**src/hw/cfg_load_pkg.sv**
```systemverilog
// Purpose: constants for the fast parallel configuration loader
// Assumes: system clock of 40 MHz (25 ns period)
// Notes:   cycle counts derive from the printed times
package cfg_load_pkg;

  localparam int unsigned SYS_CLK_PERIOD_NS = 25;

  // request low to load_complete / ready low, longest (ns)
  localparam int unsigned T_REQ_TO_LOW_NS   = 600;
  localparam int unsigned REQ_TO_LOW_CYC    =
    T_REQ_TO_LOW_NS / SYS_CLK_PERIOD_NS;

  // ready indication low, least time (us)
  localparam int unsigned T_READY_LOW_MIN_US = 268;
  localparam int unsigned READY_LOW_MIN_CYC  =
    (T_READY_LOW_MIN_US * 1000 + SYS_CLK_PERIOD_NS - 1) / SYS_CLK_PERIOD_NS;

  // request high to ready release, longest (us)
  localparam int unsigned T_REQ_TO_REL_US   = 1506;
  localparam int unsigned REQ_TO_REL_CYC    =
    T_REQ_TO_REL_US * 1000 / SYS_CLK_PERIOD_NS;

  // load_complete high to user mode, internal oscillator, least (us)
  localparam int unsigned T_INIT_MIN_US     = 175;
  localparam int unsigned INIT_MIN_CYC      =
    (T_INIT_MIN_US * 1000 + SYS_CLK_PERIOD_NS - 1) / SYS_CLK_PERIOD_NS;

  // user init clock enabled 4 max strobe periods after load_complete
  localparam int unsigned STROBE_MAX_PERIOD_NS = 10;
  localparam int unsigned UCLK_EN_PERIODS      = 4;
  localparam int unsigned UCLK_EN_CYC          =
    (UCLK_EN_PERIODS * STROBE_MAX_PERIOD_NS + SYS_CLK_PERIOD_NS - 1)
    / SYS_CLK_PERIOD_NS;
  localparam logic [15:0] UCLK_INIT_EDGES      = 16'h2180;

  // strobes per word, less one, while decompression or decryption is active
  localparam logic [1:0]  SLOW_RATIO_M1        = 2'h3;

  // bus width selection codes
  localparam logic [1:0]  WIDTH_8              = 2'h0;
  localparam logic [1:0]  WIDTH_16             = 2'h1;

  localparam logic [15:0] IMAGE_WORDS_DEF      = 16'h0010;

  typedef enum logic [2:0] {
    ST_HOLD, ST_WAIT_REL, ST_LOAD, ST_INIT_GAP, ST_INIT, ST_USER, ST_ERR
  } load_state_t;

endpackage : cfg_load_pkg

```
**src/hw/fast_parallel_load.sv**
```systemverilog
// Purpose: device side of the fast parallel configuration load sequence
// Assumes: strobe clock, request, ready pin and data come from outside
//          the system clock domain and are sampled at 40 MHz
// Notes:   strobe edges are found by sampling, so the strobe must be
//          well below a quarter of the system clock
module fast_parallel_load
  import cfg_load_pkg::*;
#(
  parameter logic [15:0] P_READY_LOW_CYC = 16'(READY_LOW_MIN_CYC),
  parameter logic [15:0] P_INIT_CYC      = 16'(INIT_MIN_CYC),
  parameter logic [15:0] P_IMAGE_WORDS   = IMAGE_WORDS_DEF
) (
  input  wire logic        i_sys_clk,
  input  wire logic        i_rstn,
  input  wire logic        i_config_req_n,
  input  wire logic        i_ready_n_in,
  output logic             o_ready_n_out,
  output logic             o_ready_n_oe,
  input  wire logic        i_config_strobe_clk,
  input  wire logic [31:0] i_data,
  input  wire logic [1:0]  i_bus_width,
  input  wire logic        i_decompress_en,
  input  wire logic        i_decrypt_en,
  input  wire logic        i_use_user_init_clock,
  input  wire logic        i_user_init_clock,
  output logic             o_load_complete,
  output logic             o_user_mode,
  output logic             o_load_error,
  output logic [31:0]      o_word,
  output logic             o_word_valid
);

  localparam int RDLY_MAX = 24;

  logic [1:0]  req_sync_ff;
  logic [1:0]  rdy_sync_ff;
  logic [2:0]  stb_sync_ff;
  logic [2:0]  uclk_sync_ff;
  logic [31:0] dat_meta_ff;
  logic [31:0] dat_ff;
  logic        req_prev_ff;
  load_state_t state_ff;
  load_state_t nxt_state;
  logic [15:0] cnt_ff;
  logic [15:0] nxt_cnt;
  logic [15:0] words_ff;
  logic [1:0]  beat_ff;
  logic        ready_oe_ff;
  logic        done_ff;
  logic        user_ff;
  logic        err_ff;
  logic [31:0] word_ff;
  logic        valid_ff;

  always_ff @(posedge i_sys_clk or negedge i_rstn) begin
    if (!i_rstn) begin
      req_sync_ff  <= 2'h0;
      rdy_sync_ff  <= 2'h0;
      stb_sync_ff  <= 3'h0;
      uclk_sync_ff <= 3'h0;
      dat_meta_ff  <= 32'h0;
      dat_ff       <= 32'h0;
      req_prev_ff  <= 1'b0;
    end else begin
      req_sync_ff  <= {req_sync_ff[0], i_config_req_n};
      rdy_sync_ff  <= {rdy_sync_ff[0], i_ready_n_in};
      stb_sync_ff  <= {stb_sync_ff[1:0], i_config_strobe_clk};
      uclk_sync_ff <= {uclk_sync_ff[1:0], i_user_init_clock};
      dat_meta_ff  <= i_data;
      dat_ff       <= dat_meta_ff;
      req_prev_ff  <= req_sync_ff[1];
    end
  end

  wire req_high   = req_sync_ff[1];
  wire req_fell   = req_prev_ff & ~req_high;
  wire ready_high = rdy_sync_ff[1];
  wire stb_rise   = stb_sync_ff[1] & ~stb_sync_ff[2];
  wire uclk_rise  = uclk_sync_ff[1] & ~uclk_sync_ff[2];
  // decompression or decryption slows the load to several strobes a word
  wire slow_mode  = i_decompress_en | i_decrypt_en;
  wire beat_last  = !slow_mode || (beat_ff == SLOW_RATIO_M1);
  wire take_word  = (state_ff == ST_LOAD) && stb_rise && beat_last;
  wire last_word  = take_word && (words_ff == P_IMAGE_WORDS - 16'h0001);
  wire hold_done  = cnt_ff >= P_READY_LOW_CYC;
  wire [31:0] word_masked =
    (i_bus_width == WIDTH_8)  ? {24'h0, dat_ff[7:0]}  :
    (i_bus_width == WIDTH_16) ? {16'h0, dat_ff[15:0]} : dat_ff;

  always_comb begin
    nxt_state = state_ff;
    nxt_cnt   = cnt_ff;
    if (req_fell) begin
      nxt_state = ST_HOLD;
      nxt_cnt   = 16'h0;
    end else begin
      unique case (state_ff)
        ST_HOLD: begin
          if (!hold_done) begin
            nxt_cnt = cnt_ff + 16'h0001;
          end else if (req_high) begin
            nxt_state = ST_WAIT_REL;
          end
        end
        ST_WAIT_REL: begin
          if (req_high && ready_high) begin
            nxt_state = ST_LOAD;
          end
        end
        ST_LOAD: begin
          // ready dragged low by someone else mid-load aborts the image
          if (!ready_high) begin
            nxt_state = ST_ERR;
          end else if (last_word) begin
            nxt_state = ST_INIT_GAP;
            nxt_cnt   = 16'h0;
          end
        end
        ST_INIT_GAP: begin
          if (!i_use_user_init_clock) begin
            nxt_state = ST_INIT;
          end else if (cnt_ff >= 16'(UCLK_EN_CYC) - 16'h0001) begin
            nxt_state = ST_INIT;
            nxt_cnt   = 16'h0;
          end else begin
            nxt_cnt = cnt_ff + 16'h0001;
          end
        end
        ST_INIT: begin
          if (i_use_user_init_clock) begin
            if (cnt_ff == UCLK_INIT_EDGES) begin
              nxt_state = ST_USER;
            end else if (uclk_rise) begin
              nxt_cnt = cnt_ff + 16'h0001;
            end
          end else if (cnt_ff >= P_INIT_CYC) begin
            nxt_state = ST_USER;
          end else begin
            nxt_cnt = cnt_ff + 16'h0001;
          end
        end
        ST_USER: nxt_state = ST_USER;
        ST_ERR:  nxt_state = ST_ERR;
      endcase
    end
  end

  always_ff @(posedge i_sys_clk or negedge i_rstn) begin
    if (!i_rstn) begin
      state_ff <= ST_HOLD;
      cnt_ff   <= 16'h0;
    end else begin
      state_ff <= nxt_state;
      cnt_ff   <= nxt_cnt;
    end
  end

  always_ff @(posedge i_sys_clk or negedge i_rstn) begin
    if (!i_rstn) begin
      words_ff <= 16'h0;
      beat_ff  <= 2'h0;
      word_ff  <= 32'h0;
      valid_ff <= 1'b0;
    end else begin
      valid_ff <= take_word;
      if (state_ff != ST_LOAD) begin
        words_ff <= 16'h0;
        beat_ff  <= 2'h0;
      end else if (stb_rise) begin
        beat_ff <= beat_last ? 2'h0 : beat_ff + 2'h1;
        if (beat_last) begin
          words_ff <= words_ff + 16'h0001;
          word_ff  <= word_masked;
        end
      end
    end
  end

  // ready is open drain: only ever pulled low, released otherwise
  always_ff @(posedge i_sys_clk or negedge i_rstn) begin
    if (!i_rstn) begin
      ready_oe_ff <= 1'b1;
      done_ff     <= 1'b0;
      user_ff     <= 1'b0;
      err_ff      <= 1'b0;
    end else begin
      ready_oe_ff <= (nxt_state == ST_HOLD) || (nxt_state == ST_ERR);
      done_ff     <= (nxt_state == ST_INIT_GAP) || (nxt_state == ST_INIT)
                     || (nxt_state == ST_USER);
      user_ff     <= (nxt_state == ST_USER);
      err_ff      <= (nxt_state == ST_ERR);
    end
  end

  assign o_ready_n_out   = 1'b0;
  assign o_ready_n_oe    = ready_oe_ff;
  assign o_load_complete = done_ff;
  assign o_user_mode     = user_ff;
  assign o_load_error    = err_ff;
  assign o_word          = word_ff;
  assign o_word_valid    = valid_ff;
endmodule : fast_parallel_load

```
**config.mk**
```make
export PLATFORM = sky130hd
export DESIGN_NAME = fast_parallel_load
export DESIGN_NICKNAME = d
export VERILOG_FILES = /design/src/hw/cfg_load_pkg.sv /design/src/hw/fast_parallel_load.sv
export SDC_FILE = /design/constraint.sdc
export NUM_CORES = 1
export LEC_CHECK = 0
export ABC_AREA = 1
export BUFFER_PORTS_ARGS = -buffer_cell sky130_fd_sc_hd__buf_2
export CAP_MARGIN = 10
export CORE_ASPECT_RATIO = 1.2
export CORE_MARGIN = 1.5
export CORE_UTILIZATION = 40
export CTS_CLUSTER_SIZE = 12
export DETAILED_ROUTE_END_ITERATION = 6
export PLACE_DENSITY = 0.58
export SLEW_MARGIN = 10
export SYNTH_ARGS = -nofsm -noshare
export SYNTH_HDL_FRONTEND = slang
export SYNTH_SLANG_ARGS = --single-unit
export TNS_END_PERCENT = 1
```
**constraint.sdc**
```tcl
create_clock -name i_sys_clk -period 1.9 [get_ports i_sys_clk]
set_clock_uncertainty 0.2 [all_clocks]
set_input_delay 0.19 -clock i_sys_clk [delete_from_list [all_inputs] [get_ports i_sys_clk]]
set_output_delay 0.19 -clock i_sys_clk [all_outputs]
set_load 0.02 [all_outputs]
```
==> results of run 1 <==
worst reg2reg max path, cell delays in order, from the launching register on:
cell and delay, ns:
dfrtp_1 0.43, inv_2 0.10, ha_4 0.15, nand2_1 0.08, buf_4 0.14, nor3_1 0.19, nand4_1 0.21, nand3_4 0.15
nand2_4 0.07, nand2_2 0.08, nand2_1 0.05, inv_1 0.05
layer usage:
metal  global-route usage  part of all wire
met1                0.222              0.39
met2                0.335              0.54
met5                    0                 0
met3               0.0516             0.047
met4               0.0687             0.022
worst max path at each step:
stage,slack [ns],to,cells after the start
after CTS,-0.11,cnt_ff[14],11
after global routing,-0.21,o_load_complete,11
after floorplan,0.03,cnt_ff[13],9
final,-0.07,o_load_complete,11
after detailed placement,-0.25,cnt_ff[15],9
after global placement,-0.18,cnt_ff[15],9
synth_stat cells, drive strengths merged, types with 2 or more instances:
cell type,n
a21oi,15
a31oi,4
buf,10
clkbuf,10
dfrtp,148
ha,5
inv,52
nand2,158
nand3,57
nand4,8
nor2,75
nor3,13
nor4,5
o21ai,47
o21bai,3
o22ai,2
or2,2
xor2,10
cells by family after synthesis:
| logic type | count (synthesis) | share of synthesized area |
|---|---|---|
| DFF | 149 | 0.604 |
| and+or+nand+nor | 321 | 0.245 |
| buffers and inverters | 73 | 0.0491 |
| xor gates and xnor gates | 11 | 0.0156 |
| AOI/OAI and AO/OA | 78 | 0.0752 |
| adders and majority gates | 5 | 0.0101 |
| other | 1 | 0.000608 |
layout make-up:
class,count,area (um2)
Clock buffer,21,460
Clock inverter,11,115
Fill cell,1290,6160
Inverter,53,213
Multi-Input combinational cell,418,2500
Sequential cell,149,3730
Tap cell,204,255
Timing Repair Buffer,214,1580
flip-flops by register name (all words and copies together), names as in the netlist:
signal	cells
dat_ff	32
dat_meta_ff	32
o_word	32
cnt_ff	16
words_ff	16
state_ff	3
stb_sync_ff	3
uclk_sync_ff	3
beat_ff	2
rdy_sync_ff	2
req_sync_ff	2
o_load_complete	1
o_load_error	1
o_ready_n_oe	1
o_user_mode	1
o_word_valid	1
req_prev_ff	1
metrics by stage:
step                power (mW)  utilization
finish                    7.28        0.590
global route              7.56        0.590
CTS                       7.23        0.566
detailed placement        3.88        0.495
global placement          3.86        0.495
floorplan                 3.58            -
layout by cell type (no fill, tap or decap), drive strengths merged:
cell type / count
clkinv: 4
o32ai: 1
a21boi: 1
o22ai: 2
dfrtp: 148
nor3: 13
xor2: 10
o211ai: 1
nand2: 159
nand3b: 1
a211oi: 1
clkinvlp: 2
nor2: 76
xnor2: 1
and3: 1
nand4: 8
a21oi: 15
a31oi: 4
and2: 1
clkbuf: 21
o21ai: 47
dfstp: 1
a22o: 1
o31ai: 1
o2111ai: 1
conb: 1
bufinv: 1
or2: 2
ha: 5
nand3: 57
nor4: 5
o21bai: 3
inv: 57
dlygate4sd3: 38
buf: 176
power groups by stage:
| stage | registers [mW] | logic, mW | clock network (mW) |
|---|---|---|---|
| final | 3.34 | 0.661 | 3.28 |
| after global routing | 3.35 | 0.730 | 3.49 |
| after CTS | 3.34 | 0.561 | 3.34 |
| after detailed placement | 3.39 | 0.484 | 0 |
| after global placement | 3.39 | 0.477 | 0 |
| after floorplan | 3.40 | 0.186 | 0 |
what timing repair did:
action / CTS / global route
endpoints found under the hold margin: 187 / 0
gates resized for setup: 19 / 76
hold buffers: 38 / 0
pin swaps: 5 / 22
buffers inserted: 5 / 3
endpoints found under the setup margin: 36 / 41
cloned: 1 / 1
==> impl_metrics.tcl, run 1 <==
set metrics [dict create \
    fin_setup_tns_ns -0.292 \
    worstPathRequired_ns 2.06 \
    synthTopCellsByArea "dfrtp_1 60%, nand2_1 9.4%, nor2_1 4.0%" \
    reg2reg_setup_slack_ns -0.07 \
    synth_ff_type "dfrtp_1" \
    violations "negative setup slack" \
    fin_ws_ns -0.0682 \
    peakVddDrop_uv 708 \
    htreeDepth 4 \
    ios 81 \
    crit_buf_inv 3 \
    final_nets 901 \
    max_clock_freq_mhz 508 \
    synthArstFlopShare 1.00 \
    p_seq_frac 0.458 \
    rsz0062_at_grt "true" \
    antenna_found_initial 0 \
    crit_path_start_kind "register" \
    clock_latency_ns 0.42 \
    p_int_mw 5.50 \
    fin_crit_sh 1.04 \
    clkPwrFrac 0.451 \
    regToRegEndpoint "o_load_complete" \
    critPathSlowestCell "dfrtp_1" \
    synth_fp_nets 686 \
    ys_warn_count 0 \
    synth_top_cell_area_share 0.600 \
    synth_edf_count 0 \
    ys_seq_area_frac 0.604 \
    overflow 0 \
    placementRows 49 \
    wl_um 15000 \
    dieHeight_um 139 \
    netlist_instances 638 \
    pwr_density_cell_nw_per_um2 822 \
    slowest_delay_ns 0.43 \
    final_cells 1070 \
    design_area_um2 8860 \
    syn_area_per_cell_um2 9.67 \
    cts_tree "yes" \
    grt_usage 0.191 \
    synth_area_leader_cell "dfrtp_1" \
    core_um2 15000 \
    die_x_um 116 \
    drtPass1Iterations 5 \
    vias 5151 \
    grt_pass1_vias 5164 \
    area_delta_synth_final_pct 43.6 \
    placed_cell_area_um2 7430 \
    drv_cap 0 \
    cts.sinks 149 \
    grt_pass1_wl_um 24100 \
    crit_chain "inv_2 > ha_4 > nand2_1 > buf_4 > nor3_1 > nand4_1 > nand3_4 > nand2_4 > nand2_2 > nand2_1 > inv_1" \
    dieArea_um2 16200 \
    wl_per_cell_um 14.0 \
    swShare 0.244 \
    cts_buffers 17 \
    outcome "complete, but fails checks" \
    place_ws_ns -0.252 \
    r2r_cells 11 \
    arrival_ns 2.13 \
    final_antenna_net_count 0 \
    dp_hpwl_um 10100 \
    final-hold-violation-count 0 \
    viasPerCell 4.81 \
    critPathTopFamily "simple AND/OR/NAND/NOR gates" \
    clkTransAtPathRegs_ns 0.06 \
    drv_slew 0 \
    start_util 0.411 \
    layout_min_cycle_time_ns 1.97 \
    hp-class "input port to async pin" \
    fin_hold_ws_ns 0.0373 \
    drc 0 \
    critPathMaxFanout 4 \
    dpl.cell_count 990 \
    grt_start_max_net_pins 50 \
    crit_type "register to register" \
    syn_area_um2 6170 \
    place.port_buffers 79 \
    endpoint_kind "register" \
    first_iter_violations 306 \
    num_antenna_cells 0 \
    leakagePower_nw 4.24 \
    final-setup-viol-count 13 \
    switchingPower_mw 1.78 \
    gp_congestion 0.900 \
    r2r_start "cnt_ff[0]" \
    drive_gt1_frac 0.359 \
    clk_path_buf_depth 2 \
    synth_cell_types 48 \
    p_comb_frac 0.091 \
    crit_top_cell "nand2_1" \
    ys_ff_latch 149 \
    startpoint "cnt_ff[0]" \
    root_buffer "clkbuf_16" \
]
(Power assumes the default switching activity.)
==> inputs of run 2 (changes only) <==
--- a/config.mk
+++ b/config.mk
@@ -6,7 +6,7 @@
 export NUM_CORES = 1
 export LEC_CHECK = 0
 export ABC_AREA = 1
-export BUFFER_PORTS_ARGS = -buffer_cell sky130_fd_sc_hd__buf_2
+export BUFFER_PORTS_ARGS = -buffer_cell sky130_fd_sc_hd__clkbuf_2
 export CAP_MARGIN = 10
 export CORE_ASPECT_RATIO = 1.2
 export CORE_MARGIN = 1.5
==> run 2 against run 1 <==
- the flow still finishes with violations (negative setup slack)
- worst setup slack lost 0.0061 ns
- critical path depth fell by 1
- utilization increased by 0.80 points
- worst hold slack worse by 0.0063 ns
- clock power increased by 2%
- first-iteration DRC count fell by 9.2%
- sequential share of layout area is 0.55 points lower
- combinational power fell by 3.5%
- maximum frequency decreased by 0.31%
- sequential power about the same
- design area rose by 1.4%
- routed wire length rose by 1.7%
- largest power group is now clock
==> impl_metrics.tcl, run 2 (synthesis gave the netlist of run 1 again) <==
set metrics [dict create \
    outcome "complete, but fails checks" \
    violations "negative setup slack" \
    clock_latency_ns 0.42 \
    r2r_cells 10 \
    cts_tree "yes" \
    max_clock_freq_mhz 507 \
    grt_pass1_vias 5246 \
    wl_met1_um 5960 \
    gp_congestion 0.956 \
    hp-class "input port to register" \
    r2r_start "state_ff[1]" \
    hold_depth 5 \
    die_x_um 116 \
    area_delta_synth_final_pct 45.5 \
    dr_wl_met3_um 609 \
    fin_ws_ns -0.0743 \
    crit_path_start_kind "register" \
    leakagePower_nw 4.29 \
    critPathMaxFanout 6 \
    ios 81 \
    drv_slew 0 \
    arrival_ns 2.12 \
    finalPower_mw 7.33 \
    grt_start_max_net_pins 51 \
    peakVddDrop_uv 762 \
    pwr_density_cell_nw_per_um2 816 \
    core_um2 15000 \
    rsz0062_at_grt "true" \
    place.port_buffers 79 \
    grt_pass1_wl_um 24600 \
    antenna_found_initial 0 \
    reg2reg_setup_slack_ns -0.07 \
    cts.sinks 149 \
    wl_um 15300 \
    start_util 0.411 \
    cts_buffers 17 \
    endpoint_kind "register" \
    fin_util 0.598 \
    hp-start "i_decrypt_en" \
    final_cell_mix "143 x dfrtp_1, 134 x nand2_1, 82 x buf_4" \
    grt_usage 0.195 \
    num_antenna_cells 0 \
    final_nets 900 \
    overflow 0 \
    final_antenna_net_count 0 \
    viasPerCell 4.81 \
    drv_cap 0 \
    design_area_um2 8980 \
    wl_per_cell_um 14.3 \
    clk_path_buf_depth 2 \
    placed_cell_area_um2 7380 \
    htreeDepth 4 \
    first_iter_violations 278 \
    clkTransAtPathRegs_ns 0.07 \
    fin_setup_tns_ns -0.722 \
    place_ws_ns -0.289 \
    final-setup-viol-count 18 \
    regToRegEndpoint "cnt_ff[1]" \
    root_buffer "clkbuf_16" \
    layout_commonest_cell "dfrtp_1" \
    crit_type "register to register" \
    drtPass1Iterations 4 \
    wl_met2_um 8330 \
    layout_min_cycle_time_ns 1.97 \
    drive_gt1_frac 0.383 \
    drc 0 \
    dieHeight_um 139 \
    worstPathRequired_ns 2.05 \
    multi_input_area_um2 2550 \
    dieArea_um2 16200 \
    fin_crit_sh 1.04 \
    num-fill-cells 1253 \
    dp_hpwl_um 10100 \
    placementRows 49 \
    vias 5145 \
    hold-path-endpoint "beat_ff[1]" \
    top_layer "met4" \
    register_area_um2 3740 \
    final-hold-violation-count 0 \
]
run 2: changes by cell type in the layout (fill, tap and decap cells not counted), sizes merged:
cell	delta
nor2	-1
clkinvlp	-1
clkinv	+1
buf	-78
clkbuf	+75
inv	+3
run 2: cell type report:
class	instances	share of cell area
multi-input combinational	417	0.284
timing repair buffer	214	0.182
clock inverter	14	0.0178
tap	204	0.0284
sequential	149	0.416
clock buffer	18	0.0489
inverter	53	0.0229
run 2: report_power, final:
group          switching [mW]  total [mW]  internal, mW
clock network            1.45        3.35          1.90
logic                   0.336       0.638         0.302
registers              0.0581        3.34          3.28
total                    1.84        7.33          5.49
run 2: timing repair:
item | CTS | global route
hold buffers | 38 | 0
endpoints found under the hold margin | 185 | 0
endpoints found under the setup margin | 58 | 62
gates cloned | 1 | 0
pin swaps | 5 | 32
setup buffers | 4 | 14
resized for setup | 26 | 91
run 2: through the flow:
stage          cells  hold WS (ns)
2_1_floorplan    638        -0.306
3_3_place_gp     980       -0.0669
3_5_place_dp     980       -0.0651
4_1_cts         1055       0.00567
5_1_grt         1069        0.0460
6_report        1069        0.0310
run 2: worst max-delay path, cell delays in order (launching register included):
cell and delay (ns):
dfrtp_2 0.45, buf_12 0.15, nand2_8 0.05, nor2_4 0.04, nand2_2 0.07, and2_4 0.15
nand3_4 0.06, nor3_4 0.24, buf_6 0.16, nand3_4 0.14, o21ai_2 0.17
run 2: worst max path at each step:
stage                   start  cells after the start               to  slack (ns)
6_report          state_ff[1]                     10        cnt_ff[1]       -0.07
5_1_grt            cnt_ff[15]                     14  o_load_complete       -0.17
4_1_cts           words_ff[0]                      9       cnt_ff[11]       -0.11
3_3_place_gp        cnt_ff[5]                     11        cnt_ff[2]       -0.24
3_5_place_dp        cnt_ff[5]                     11       cnt_ff[12]       -0.29
2_1_floorplan  stb_sync_ff[2]                      9       cnt_ff[13]        0.03
run 2: metal layers:
metal  track usage  up-vias
met2         0.345      117
met4        0.0866        0
met5             0        -
met3        0.0490       30
li1              -     2500
met1         0.220     2498
